## src/core/sync_mon_pkg.sv

```systemverilog
// package of constants for the two-channel synchronization monitor
// assumes a 10 MHz core clock; sensor and reset pins are asynchronous
package sync_mon_pkg;
    // difference counter width (quarter increments, signed)
    localparam int DIFF_W           = 16;
    // reset pulse least duration and its cycle count
    localparam int CLK_HZ           = 10_000_000;
    localparam int RST_MIN_MS       = 80;
    localparam int RST_MIN_CYC      = (CLK_HZ / 1000) * RST_MIN_MS;
    // led flash half period
    localparam int FLASH_HALF_MS    = 250;
    localparam int FLASH_HALF_CYC   = (CLK_HZ / 1000) * FLASH_HALF_MS;
    // default limit in quarter increments (50 increments)
    localparam logic [DIFF_W-1:0] LIMIT_DEFAULT = 16'h00C8;
endpackage

```

## src/core/quad_chan.sv

```systemverilog
// quadrature decoder for one sensor channel
// assumes phase inputs already synchronised to core_clk
module quad_chan
    import sync_mon_pkg::*;
(
    // clock and reset
    input  wire logic core_clk,
    input  wire logic arst_n,
    input  wire logic clk_en,
    // synchronised phases
    input  wire logic ph_a,
    input  wire logic ph_b,
    // decoded outputs
    output logic      freq_out,
    output logic      dbl_out,
    output logic      dir_fwd,
    output logic      step,
    output logic      step_up
);
    logic a_q;
    logic b_q;
    // edge and direction decoding
    wire edge_a = ph_a ^ a_q;
    wire edge_b = ph_b ^ b_q;
    wire any_e  = edge_a | edge_b;
    // forward when a leads b
    wire up     = edge_a ? (ph_a ^ ph_b) : ~(ph_a ^ ph_b);

    // registered phase and outputs
    always_ff @(posedge core_clk or negedge arst_n) begin
        if (!arst_n) begin
            a_q      <= 1'b0;
            b_q      <= 1'b0;
            freq_out <= 1'b0;
            dbl_out  <= 1'b0;
            dir_fwd  <= 1'b1;
            step     <= 1'b0;
            step_up  <= 1'b0;
        end else if (clk_en) begin
            a_q      <= ph_a;
            b_q      <= ph_b;
            freq_out <= ph_a;
            dbl_out  <= ph_a ^ ph_b;
            if (any_e) begin
                dir_fwd <= up;
            end
            step     <= any_e;
            step_up  <= up;
        end
    end
endmodule

```

## src/core/sync_mon.sv

```systemverilog
// status, reset and output logic of the synchronization monitor
// assumes sensor pins, fault pins and the reset pin are asynchronous
module sync_mon
    import sync_mon_pkg::*;
#(
    parameter int          RST_CYC   = RST_MIN_CYC,
    parameter int          FLASH_CYC = FLASH_HALF_CYC
)
(
    // clock, reset, enable
    input  wire logic              core_clk,
    input  wire logic              arst_n,
    input  wire logic              clk_en,
    // sensor phases, channel 1 and 2
    input  wire logic [1:0]        ph_a,
    input  wire logic [1:0]        ph_b,
    // sensor line faults and internal errors
    input  wire logic [1:0]        sensor_fault,
    input  wire logic              sw_error,
    input  wire logic              low_supply,
    // configuration
    input  wire logic              reset_in,
    input  wire logic              mode_strap,
    input  wire logic              fault_store,
    input  wire logic [DIFF_W-1:0] limit,
    // per channel pulse outputs
    output logic [1:0]             freq_out,
    output logic [1:0]             dbl_out,
    output logic [1:0]             dir_fwd,
    // relays, high means energized
    output logic                   relay_reset_req,
    output logic                   relay_prewarn,
    output logic                   relay_sync_fault,
    output logic                   relay_sensor,
    // leds
    output logic                   led_operation,
    output logic                   led_prewarn,
    output logic                   led_sync_fault,
    output logic                   led_sensor
);
    // two-stage synchronisers for all pins except limit, clk_en and arst_n, static straps included
    localparam int NS = 11;
    logic [NS-1:0] s1;
    logic [NS-1:0] s2;
    wire  [NS-1:0] raw = {ph_a, ph_b, sensor_fault, sw_error,
                          low_supply, fault_store, mode_strap, reset_in};
    always_ff @(posedge core_clk or negedge arst_n) begin
        if (!arst_n) begin
            s1 <= '0;
            s2 <= '0;
        end else if (clk_en) begin
            s1 <= raw;
            s2 <= s1;
        end
    end
    wire [1:0] sa      = s2[10:9];
    wire [1:0] sb      = s2[8:7];
    wire       sens_f  = |s2[6:5];
    wire       int_err = s2[4] | s2[3];
    wire       store   = s2[2];                         // fault storage
    wire       rst_act = s2[0] ^ s2[1];

    // channel decoders
    logic [1:0] fo;
    logic [1:0] dbo;
    logic [1:0] dro;
    logic [1:0] stp;
    logic [1:0] sup;
    genvar g;
    generate
        for (g = 0; g < 2; g++) begin : ch
            quad_chan u_ch (
                .core_clk (core_clk),
                .arst_n   (arst_n),
                .clk_en   (clk_en),
                .ph_a     (sa[g]),
                .ph_b     (sb[g]),
                .freq_out (fo[g]),
                .dbl_out  (dbo[g]),
                .dir_fwd  (dro[g]),
                .step     (stp[g]),
                .step_up  (sup[g])
            );
        end
    endgenerate

    // reset pulse width: accepted only after the least hold time
    logic [31:0] rst_cnt;
    logic        rst_ok;
    wire         rst_release = rst_ok & ~rst_act;
    always_ff @(posedge core_clk or negedge arst_n) begin
        if (!arst_n) begin
            rst_cnt <= '0;
            rst_ok  <= 1'b0;
        end else if (clk_en) begin
            if (!rst_act) begin
                rst_cnt <= '0;
                rst_ok  <= 1'b0;
            end else if (rst_cnt >= 32'(RST_CYC - 1)) begin
                rst_ok  <= 1'b1;
            end else begin
                rst_cnt <= rst_cnt + 32'd1;
            end
        end
    end

    // decoder warm-up: synchronisers and edge detectors start at zero,
    // so a pin already high at release would count as a false edge
    logic [3:0] warm;
    wire        warm_done = warm[3];
    always_ff @(posedge core_clk or negedge arst_n) begin
        if (!arst_n) begin
            warm <= '0;
        end else if (clk_en) begin
            warm <= {warm[2:0], 1'b1};
        end
    end

    // signed difference counter, channel 1 minus channel 2
    logic signed [DIFF_W-1:0] diff;
    wire signed [DIFF_W-1:0] d1 = stp[0] ? (sup[0] ? 16'sh0001 : -16'sh0001)
                                         : 16'sh0000;
    wire signed [DIFF_W-1:0] d2 = stp[1] ? (sup[1] ? 16'sh0001 : -16'sh0001)
                                         : 16'sh0000;
    always_ff @(posedge core_clk or negedge arst_n) begin
        if (!arst_n) begin
            diff <= '0;
        end else if (clk_en) begin
            if (rst_act | ~warm_done) begin
                diff <= '0;
            end else begin
                diff <= diff + d1 - d2;
            end
        end
    end
    wire [DIFF_W-1:0] mag     = diff[DIFF_W-1] ? DIFF_W'(-diff)
                                               : DIFF_W'(diff);
    wire              over_pw = mag > {1'b0, limit[DIFF_W-1:1]};
    wire              over_sf = mag > limit;

    // latched status: pending reset, stored sensor and sync faults
    logic pend;
    logic sens_mem;
    logic sync_mem;
    always_ff @(posedge core_clk or negedge arst_n) begin
        if (!arst_n) begin
            pend     <= 1'b1;
            sens_mem <= 1'b0;
            sync_mem <= 1'b0;
        end else if (clk_en) begin
            // fault events win over a release in the same cycle
            if (int_err | sens_f | (store & over_sf)) begin
                pend <= 1'b1;
            end else if (rst_release) begin
                pend <= 1'b0;
            end
            if (sens_f) begin
                sens_mem <= 1'b1;
            end else if (rst_release) begin
                sens_mem <= 1'b0;
            end
            if (store & over_sf) begin
                sync_mem <= 1'b1;
            end else if (rst_release) begin
                sync_mem <= 1'b0;
            end
        end
    end

    // flash timebase
    logic [31:0] fl_cnt;
    logic        flash;
    always_ff @(posedge core_clk or negedge arst_n) begin
        if (!arst_n) begin
            fl_cnt <= '0;
            flash  <= 1'b0;
        end else if (clk_en) begin
            if (fl_cnt >= 32'(FLASH_CYC - 1)) begin
                fl_cnt <= '0;
                flash  <= ~flash;
            end else begin
                fl_cnt <= fl_cnt + 32'd1;
            end
        end
    end

    // next output values
    wire req_off     = pend | rst_act;
    wire sync_f      = over_sf | sync_mem;
    wire next_rr     = ~req_off & ~sens_f;
    wire next_pw     = ~over_pw & ~sens_f;
    wire next_sf     = ~sync_f & ~sens_f;
    wire next_rs     = ~sens_f & ~sens_mem;
    wire next_lop    = req_off ? flash : 1'b1;
    wire next_lsens  = sens_f | (sens_mem & flash);

    // registered outputs
    always_ff @(posedge core_clk or negedge arst_n) begin
        if (!arst_n) begin
            freq_out         <= '0;
            dbl_out          <= '0;
            dir_fwd          <= 2'h3;
            relay_reset_req  <= 1'b0;
            relay_prewarn    <= 1'b0;
            relay_sync_fault <= 1'b0;
            relay_sensor     <= 1'b0;
            led_operation    <= 1'b0;
            led_prewarn      <= 1'b0;
            led_sync_fault   <= 1'b0;
            led_sensor       <= 1'b0;
        end else if (clk_en) begin
            freq_out         <= fo;
            dbl_out          <= dbo;
            dir_fwd          <= dro;
            relay_reset_req  <= next_rr;
            relay_prewarn    <= next_pw;
            relay_sync_fault <= next_sf;
            relay_sensor     <= next_rs;
            led_operation    <= next_lop;
            led_prewarn      <= over_pw;
            led_sync_fault   <= sync_f;
            led_sensor       <= next_lsens;
        end
    end
endmodule

```

## config.mk

```make
export PLATFORM = sky130hd
export DESIGN_NAME = sync_mon
export DESIGN_NICKNAME = d
export VERILOG_FILES = /design/src/core/sync_mon_pkg.sv /design/src/core/quad_chan.sv /design/src/core/sync_mon.sv
export SDC_FILE = /design/constraint.sdc
export NUM_CORES = 1
export LEC_CHECK = 0
export BUFFER_PORTS_ARGS = -buffer_cell sky130_fd_sc_hd__buf_2
export CORE_UTILIZATION = 35
export DETAILED_ROUTE_END_ITERATION = 10
export PLACE_DENSITY = 0.62
export SYNTH_ARGS = -nofsm -noshare
export SYNTH_HDL_FRONTEND = slang
export SYNTH_HIERARCHICAL = 1
export SYNTH_SLANG_ARGS = --single-unit
export TNS_END_PERCENT = 10
```

## constraint.sdc

```tcl
create_clock -name core_clk -period 9.8 [get_ports core_clk]
set_input_delay 1.96 -clock core_clk [delete_from_list [all_inputs] [get_ports core_clk]]
set_output_delay 1.96 -clock core_clk [all_outputs]
set_load 0.02 [all_outputs]
```

==> out/metrics.cfg, run 1 <==
[placed_design]
io_buffers=43
dpl_cell_area_mm2=0.00874
placedCellCount=1155
gp_congestion=0.851
hpwl_um=11800

[cts]
clk_latency_ps=420
cts_hold_buf=0
clock_path_buffers=2
clk_pin_slew_ps=60
htreeDepth=4
cts.sinks=137
cts_tree=done
root_buffer=clkbuf_16
ctsResizeCount=0
post-cts-setup-buffers=0
numCtsBuffers=17

[worst_setup_path]
critPathLaunchType=flip-flop
crit_family=compound AO/OA/AOI/OAI gates
r2r_cells=11
cp_slowest_cell=o41ai_1
cp_cell_sequence=or4_4 -> o41ai_1 -> nand2_1 -> xnor2_1 -> ha_1 -> and4_1 -> nand3_1 -> nor2_1 -> a221oi_1 -> a41oi_1 -> a32o_1
slowest_delay_ps=680
cp.depth=11
crit_required_ps=10110
timing.critical_path.from=diff[3]
end_kind=flip-flop
crit_fanout=4
critPathCapture=sync_mem
r2r_start=diff[3]
critPathKind=reg -> reg
cp_num_buf_inv=0
arrival_ps=4000
r2r_end=sync_mem
reg2reg_setup_slack_ps=6110

[layout]
num_antenna_cells=0
final_area_mm2=0.00932
syn_to_final_growth_pct=13.6
multiInputGateArea_mm2=0.00438
fin_nets=956
drive_above_1_share_pct=16.2
seq_area_mm2=0.00343
nFillCells=2234
finalNonFillerCells=1187

[floorplanning]
design.core.area_mm2=0.0228
die_y_um=155
dieArea_mm2=0.0240
start_util_pct=36.0
die_w_um=155
io_pins=44
rows=55

[pwr]
p_leak_uw=0.00435
intPower_uw=1680
p_per_area_mw_per_mm2=310
ir_drop_mv=0.168
switching_share_pct=42.0
clock_power_share_pct=21.7
seqPwrFrac_pct=25.7
comb_power_share_pct=52.6
p_sw_uw=1210

[synthesis]
ys_seq_elements=137
synth_xor_area_share_pct=8.07
async_flop_share_pct=100
synth_edf_count=0
synth.net_count=915
muxShareOfSynthArea_pct=5.32
yosysSeqAreaShare_pct=41.9
synth_fa_ha_area_share_pct=11.3
synth_top_area_share_pct=40.3
synth-compound-area-share_pct=13.0
synth_top_area_cell=dfrtp_1
synthCells=820
avgSynthCellArea_um2=10.0
syn_area_mm2=0.00820
synth_top_family_by_area=simple AND/OR/NAND/NOR gates
synth-simple-area-share_pct=15.7
yosysWarnings=6
yosys_most_used_dff=dfrtp_1
synth_cell_types=72
synth.area.top_cells=dfrtp_1 40%, ha_1 7.6%, mux2_2 5.1%

[sta]
slew_headroom_pct=27.1
fin_setup_tns_ps=0
layout_min_cycle_time_ps=3690
hold_viol_final=0
clock_skew_ps=9.36
grt_setup_unrepaired=no
setup-violations-final=0
max_slew.worst_pin.slew_ps=1090
clock.fmax_mhz=271
holdWs_ps=477
post-route-period-util_pct=37.6
drv_slew=0

[global_route]
grt_util_all_layers_pct=15.1
first_global_vias=5797
grt_pass1_wl_um=29000
grt_start_max_net_pins=78
overflow=0
antenna_found_initial=0

[hold_path]
worstHoldPathType=reg -> reg

[detailed_routing]
viasPerCell=4.99
drt_iter0_drc=360
vias=5929
detail-route-antenna-nets=0
wl_um=16600
post-route-drc-count=0
drtPass1Iterations=4
routedWlPerCell_um=14.0

[outcome]
status=complete, no violations

[job]
maxCapViolations=0

-- metal layers --
metal / up-vias / GRT usage (%) / wire (um)
met2: 62 / 23.7 / 7490
met4: 0 / 4.67 / 238
met1: 2878 / 21.1 / 8510
met3: 21 / 2.70 / 369
li1: 2968 / - / -
met5: - / 0 / 0
-- through the flow --
step	utilization, %	worst slack, ps	power [uW]
after floorplan	-	5920	1920
after global placement	38.4	5990	2250
after detailed placement	38.4	5990	2270
after CTS	40.9	6110	2910
after global routing	40.9	5710	3170
final	40.9	6110	2890
-- Yosys cell counts, types with 3 or more instances --
cell type / n
dfrtp_1: 132
nor2_1: 75
inv_1: 72
ha_1: 50
nand2_1: 45
xor2_1: 40
mux2_2: 37
a21oi_1: 34
xnor2_1: 33
o21ai_0: 29
nand3_1: 26
and3_1: 17
nand4_1: 17
fa_1: 15
and2_1: 14
nor3_1: 13
o22ai_1: 13
a21o_1: 12
clkbuf_1: 11
a31oi_1: 10
buf_2: 9
nand2b_1: 9
a41oi_1: 6
and4_1: 6
nor4_1: 6
dfstp_2: 5
o21bai_1: 5
buf_1: 4
o21a_1: 4
a211o_1: 3
a211oi_1: 3
o211ai_1: 3
o31ai_1: 3
o41ai_1: 3
or2_2: 3
or3_1: 3
-- placed cells by master (no fill, tap or decap), drive strengths merged, types with 13 or more instances in the layout --
master / instances
nand4: 17
dfrtp: 132
clkbuf: 18
a21oi: 34
nor3: 14
and3: 17
and2: 14
mux2: 37
fa: 15
nand2: 45
xnor2: 33
ha: 50
xor2: 40
o22ai: 13
o21ai: 29
nor2: 76
buf: 48
inv: 81
nand3: 26
-- cell families (layout without fill, tap and decap cells) --
logic type,count (synthesis),after routing
AOI/OAI and AO/OA,154,154
and+or+nand+nor,251,251
muxes,39,39
xor gates and xnor gates,74,74
DFF,137,137
adders and majority gates,65,65
buffers and inverters,100,154
-- power by group through the flow --
stage,combinational (uW),sequential [uW],clock [uW]
after CTS,1530,744,644
after global routing,1740,758,672
after detailed placement,1520,753,0
after global placement,1500,751,0
final,1520,743,626
after floorplan,1190,739,0
-- flip-flops by register name, indices dropped and copies added (netlist names), 4 cells and up --
register / count
s1: 11
fl_cnt: 32
s2: 11
rst_cnt: 32
diff: 16
warm: 4
-- worst min path at each step --
stage                            from          end  slack (ps)  cells past startpoint
after floorplan               warm[0]      warm[0]         430                      1
after global placement        warm[0]      warm[0]         450                      1
after detailed placement      warm[0]      warm[0]         460                      1
after CTS                     warm[0]      warm[0]         480                      1
after global routing      rst_cnt[27]  rst_cnt[27]         500                      1
final                         warm[0]      warm[0]         480                      1
-- cell type report --
type	instances	share of cell area, %
Clock inverter	14	1.45
Inverter	74	2.98
Timing Repair Buffer	48	2.81
Multi-Input combinational cell	583	47.0
Sequential cell	137	36.9
Clock buffer	18	4.71
Tap cell	313	4.20
No activity file was read; power rests on OpenSTA's default activity.
==> run 2, diff against run 1 <==
clock period = 3.9 ns   (was 9.8 ns; I/O delays follow)
==> out/metrics.cfg, run 2 (synthesis results as in run 1) <==
[outcome]
status=complete, no violations

[floorplanning]
start_util_pct=36.0  ; unchanged
die_y_um=155  ; unchanged
rows=55  ; unchanged
design.core.area_mm2=0.0228  ; unchanged
dieArea_mm2=0.0240  ; unchanged
die_w_um=155  ; unchanged
io_pins=44  ; unchanged

[worst_setup_path]
r2r_end=sync_mem
crit_fanout=4  ; unchanged
end_kind=flip-flop
critPathCapture=sync_mem
critPathKind=reg -> reg
r2r_start=diff[4]
critPathLaunchType=flip-flop
reg2reg_setup_slack_ps=340  ; -5770 ps
crit_required_ps=4200  ; -5910 ps
arrival_ps=3860  ; -140 ps
r2r_cells=12  ; +1
timing.critical_path.from=diff[4]

[detailed_routing]
viasPerCell=4.92  ; -1.5%
detail-route-antenna-nets=0  ; unchanged
vias=5855  ; -1.2%
highest_layer=met4
drt_iter0_drc=298  ; -17%
wl_um=16100  ; -3.2%
drtPass1Iterations=4  ; unchanged
post-route-drc-count=0  ; unchanged
wl_met2_um=7210  ; -3.7%
met1Wirelength_um=8200  ; -3.7%
wl_met3_um=462  ; +25%
routedWlPerCell_um=13.5  ; -3.5%

[layout]
fin_nets=959  ; +0.31%
nFillCells=2247  ; +0.58%
largestRegisters=fl_cnt (32), rst_cnt (32), diff (16)
num_antenna_cells=0  ; unchanged
layout_common_cells=132 x dfrtp_1, 75 x nor2_1, 72 x inv_1
drive_above_1_share_pct=16.1  ; -0.17 points
final_common_cell=dfrtp_1
finalNonFillerCells=1190  ; +0.25%
final_area_mm2=0.00934  ; +0.28%
syn_to_final_growth_pct=13.9

[placed_design]
io_buffers=43  ; unchanged
hpwl_um=11600  ; -1.8%
gp_congestion=0.798  ; -6.2%
post-place-ws_ps=340  ; -5650 ps
dpl_cell_area_mm2=0.00878  ; +0.40%
placedCellCount=1158  ; +0.26%

[global_route]
overflow=0  ; unchanged
grt_start_max_net_pins=91  ; +17%
first_global_vias=5721  ; -1.3%
antenna_found_initial=0  ; unchanged
grt_pass1_wl_um=27700  ; -4.3%
grt_util_all_layers_pct=14.3  ; -0.77 points

[job]
maxCapViolations=0  ; unchanged

[cts]
clock_path_buffers=2  ; unchanged
clk_latency_ps=420  ; about the same
htreeDepth=4  ; unchanged
clk_pin_slew_ps=60  ; about the same
cts_tree=done
cts_hold_buf=0  ; unchanged
numCtsBuffers=17  ; unchanged
root_buffer=clkbuf_16
post-cts-setup-buffers=0  ; unchanged
ctsResizeCount=0  ; unchanged
cts.sinks=137  ; unchanged

[pwr]
p_leak_uw=0.00435  ; about the same
switching_share_pct=40.9  ; -1.0 points
ir_drop_mv=0.325  ; +93%
comb_power_share_pct=52.7  ; about the same
p_sw_uw=2940  ; +140%
clock_power_share_pct=21.4  ; -0.3 points
p_per_area_mw_per_mm2=769  ; +150%
seqPwrFrac_pct=25.9  ; +0.2 points
intPower_uw=4250  ; +150%

[sta]
layout_min_cycle_time_ps=3560  ; -128 ps
grt_setup_unrepaired=no
post-route-period-util_pct=91.3  ; +54 points
drv_slew=0  ; unchanged
slew_headroom_pct=42.0  ; +15 points
hold_viol_final=0  ; unchanged
clock_skew_ps=10.7  ; +1.34 ps
holdWs_ps=415  ; -62.3 ps
clock.fmax_mhz=281  ; +3.6%
setup_ws_ps=339  ; -5770 ps
fin_setup_tns_ps=0  ; unchanged
setup-violations-final=0  ; unchanged
max_slew.worst_pin.slew_ps=870  ; -223 ps

[hold_path]
worstHoldPathType=in -> async

[run 2: cell count changes in the layout (fill, tap and decap cells not counted), moves of 2 or more]
cell        previous run  this run
buf_4                  6         8
inv_6                  5         1
inv_8                  2         0
clkinvlp_4             2         5
clkbuf_1               0         4
[run 2: worst min-delay path by stage]
stage / end / slack (ps)
finish: fl_cnt[21] / 420
global route: fl_cnt[21] / 490
CTS: fl_cnt[21] / 460
detailed placement: warm[0] / 450
global placement: warm[0] / 450
floorplan: warm[0] / 430
[run 2: critical path, cell delays in order, from the launching register on]
cell and delay, ps:
dfrtp_1 400, or4_4 550, or4_4 430, nand2b_4 190, o21ai_0 200, xnor2_1 190, ha_1 290, a21o_1 160
a21oi_1 130, o21ai_0 100, a221oi_1 300, a41oi_1 160, a32o_1 340
[run 2: metal layers]
layer,track usage (%),vias to the layer above
li1,-,2976
met1,19.7,2786
met2,22.5,81
met3,2.95,12
met4,4.62,0
met5,0,-
[run 2: power by group through the flow]
stage / Clock (uW) / Combinational (uW) / Sequential, uW
finish: 1540 / 3790 / 1860
global route: 1650 / 4320 / 1900
CTS: 1580 / 3810 / 1860
detailed placement: 0 / 3790 / 1890
global placement: 0 / 3740 / 1880
floorplan: 0 / 2980 / 1860
[run 2: cell type report]
| type | instances | area (um^2) | area share, % |
|---|---|---|---|
| clock buffer | 21 | 440 | 4.71 |
| multi-input combinational | 583 | 4380 | 46.8 |
| clock inverter | 11 | 125 | 1.34 |
| timing repair buffer | 51 | 297 | 3.17 |
| tap | 313 | 392 | 4.19 |
| inverter | 74 | 278 | 2.97 |
| sequential | 137 | 3430 | 36.8 |
[run 2: stage by stage]
stage	util (%)	total power [uW]
floorplan	-	4840
global route	41.0	7860
detailed placement	38.5	5670
finish	41.0	7190
CTS	41.0	7260
global placement	38.5	5620
==> run 3, diff against run 2 <==
CORE_UTILIZATION = 32   (was 35)
PLACE_DENSITY = 0.58   (was 0.62)
==> out/metrics.cfg, run 3 (synthesis results as in run 1) <==
[pwr]
seqPwrFrac_pct=25.6  ; -0.3 points
total_power_uw=7290  ; +1.5%
comb_power_share_pct=52.6  ; about the same
clock_power_share_pct=21.9  ; +0.5 points
ir_drop_mv=0.324  ; -0.33%
intPower_uw=4280  ; +0.72%
p_per_area_mw_per_mm2=777  ; +0.96%
switching_share_pct=41.4  ; +0.44 points
p_sw_uw=3020  ; +2.6%
p_leak_uw=0.00439  ; +0.83%

[cts]
cts_tree=done
cts_hold_buf=0  ; unchanged
clk_latency_ps=420  ; about the same
clock_path_buffers=2  ; unchanged
numCtsBuffers=17  ; unchanged
htreeDepth=4  ; unchanged
root_buffer=clkbuf_16
clk_pin_slew_ps=60  ; about the same
ctsResizeCount=0  ; unchanged
post-cts-setup-buffers=0  ; unchanged
cts.sinks=137  ; unchanged

[detailed_routing]
post-route-drc-count=0  ; unchanged
viasPerCell=4.89  ; -0.62%
vias=5902  ; +0.80%
wl_um=16800  ; +4.5%
drtPass1Iterations=4  ; unchanged
routedWlPerCell_um=13.9  ; +3.0%
detail-route-antenna-nets=0  ; unchanged
drt_iter0_drc=310  ; +4.0%

[floorplanning]
dieArea_mm2=0.0263  ; +9.3%
start_util_pct=32.6  ; -3.4 points
io_pins=44  ; unchanged
die_w_um=162  ; +4.5%
design.core.area_mm2=0.0252  ; +11%
rows=58  ; +5.5%
die_y_um=162  ; +4.5%

[worst_setup_path]
crit_required_ps=4260  ; +60 ps
critPathKind=reg -> reg
cp_cell_sequence=or4_4 -> or4_4 -> nand2b_4 -> o41ai_4 -> xnor2_1 -> ha_1 -> a41o_1 -> a21oi_1 -> o21ai_0 -> a211o_1 -> a2111oi_0 -> a21o_1
cp_slowest_cell=or4_4
crit_fanout=4  ; unchanged
slowest_delay_ps=550  ; about the same
end_kind=flip-flop
critPathLaunchType=flip-flop
crit_top_cell=or4_4
arrival_ps=3960  ; +100 ps
cp_num_buf_inv=0  ; unchanged
crit_family=compound AO/OA/AOI/OAI gates

[sta]
hold_viol_final=0  ; unchanged
post-route-period-util_pct=92.3  ; +1.0 points
drv_slew=0  ; unchanged
holdWs_ps=412  ; -3.48 ps
slew_headroom_pct=49.0  ; +7.1 points
max_slew.worst_pin.slew_ps=765  ; -106 ps
clock.fmax_mhz=278  ; -1.1%
fin_setup_tns_ps=0  ; unchanged
clock_skew_ps=8.50  ; -2.20 ps
grt_setup_unrepaired=no
layout_min_cycle_time_ps=3600  ; +40.5 ps
setup-violations-final=0  ; unchanged

[layout]
final_area_mm2=0.00939  ; +0.51%
fin_nets=960  ; +0.10%
num_antenna_cells=0  ; unchanged
largestRegisters=fl_cnt (32), rst_cnt (32), diff (16)
final_common_cell=dfrtp_1
syn_to_final_growth_pct=14.5
layout_common_cells=132 x dfrtp_1, 75 x nor2_1, 72 x inv_1
drive_above_1_share_pct=16.5  ; +0.46 points

[placed_design]
io_buffers=43  ; unchanged
dpl_cell_area_mm2=0.00880  ; +0.33%
gp_congestion=0.811  ; +1.6%
hpwl_um=12100  ; +5.0%

[global_route]
met2_usage_pct=21.2  ; -1.2 points
first_global_vias=5945  ; +3.9%
grt_pass1_wl_um=29800  ; +7.3%
antenna_found_initial=0  ; unchanged
overflow=0  ; unchanged
grt_use_met1_pct=20.1  ; +0.39 points
grt-busiest-layer=met2
grt_util_all_layers_pct=14.1  ; -0.22 points
grt_start_max_net_pins=83  ; -8.8%
grtUsageMet3_pct=3.40  ; +0.44 points

[outcome]
status=complete, no violations

[job]
maxCapViolations=0  ; unchanged

[hold_path]
worstHoldPathType=in -> async

[run 3: worst register-to-register path, stage by stage, from the launching register on]
cell and delay (ps):
dfrtp_1 400, or4_4 550, or4_4 430, nand2b_4 190, o41ai_4 220, xnor2_1 200
ha_1 300, a41o_1 230, a21oi_1 100, o21ai_0 80, a211o_1 290, a2111oi_0 420
a21o_1 130
[run 3: area by class of cell]
cell class                 instances  area, um^2
fill                            2528       15800
multi-input combinational        583        4380
sequential                       137        3430
clock buffer                      18         439
tap                              330         413
timing repair buffer              52         304
inverter                          74         278
clock inverter                    13         145
[run 3: worst paths after layout]
check                         from       endpoint  slack (ps)  cells after the start
hold / removal              arst_n     fl_cnt[26]         410                      1
min in group core_clk      warm[0]        warm[0]         450                      1
hold reg to reg            warm[0]        warm[0]         450                      1
setup / recovery           diff[4]  relay_prewarn         300                     12
max in group asynchronous   arst_n     dir_fwd[0]        2660                      2
setup reg to reg           diff[4]  relay_prewarn         300                     12
[run 3: per-stage QoR]
step	worst slack, ps	cells	util, %
after floorplan	20.3	820	-
after global placement	378	1176	35.0
after detailed placement	286	1176	35.0
after global routing	78.1	1207	37.3
after CTS	275	1207	37.3
final	299	1207	37.3
[run 3: power by group through the flow]
stage | sequential, uW | clock (uW) | combinational (uW)
global placement | 1890 | 0 | 3770
finish | 1860 | 1590 | 3840
detailed placement | 1890 | 0 | 3820
CTS | 1860 | 1640 | 3860
global route | 1900 | 1710 | 4390
floorplan | 1860 | 0 | 2980
[run 3: per-layer routing]
| layer | share of wire [%] | routed length, um | vias up |
|---|---|---|---|
| li1 | - | - | 2957 |
| met1 | 52 | 8690 | 2880 |
| met2 | 44 | 7390 | 56 |
| met3 | 3.4 | 572 | 9 |
| met4 | 0.79 | 133 | 0 |
| met5 | 0 | 0 | - |
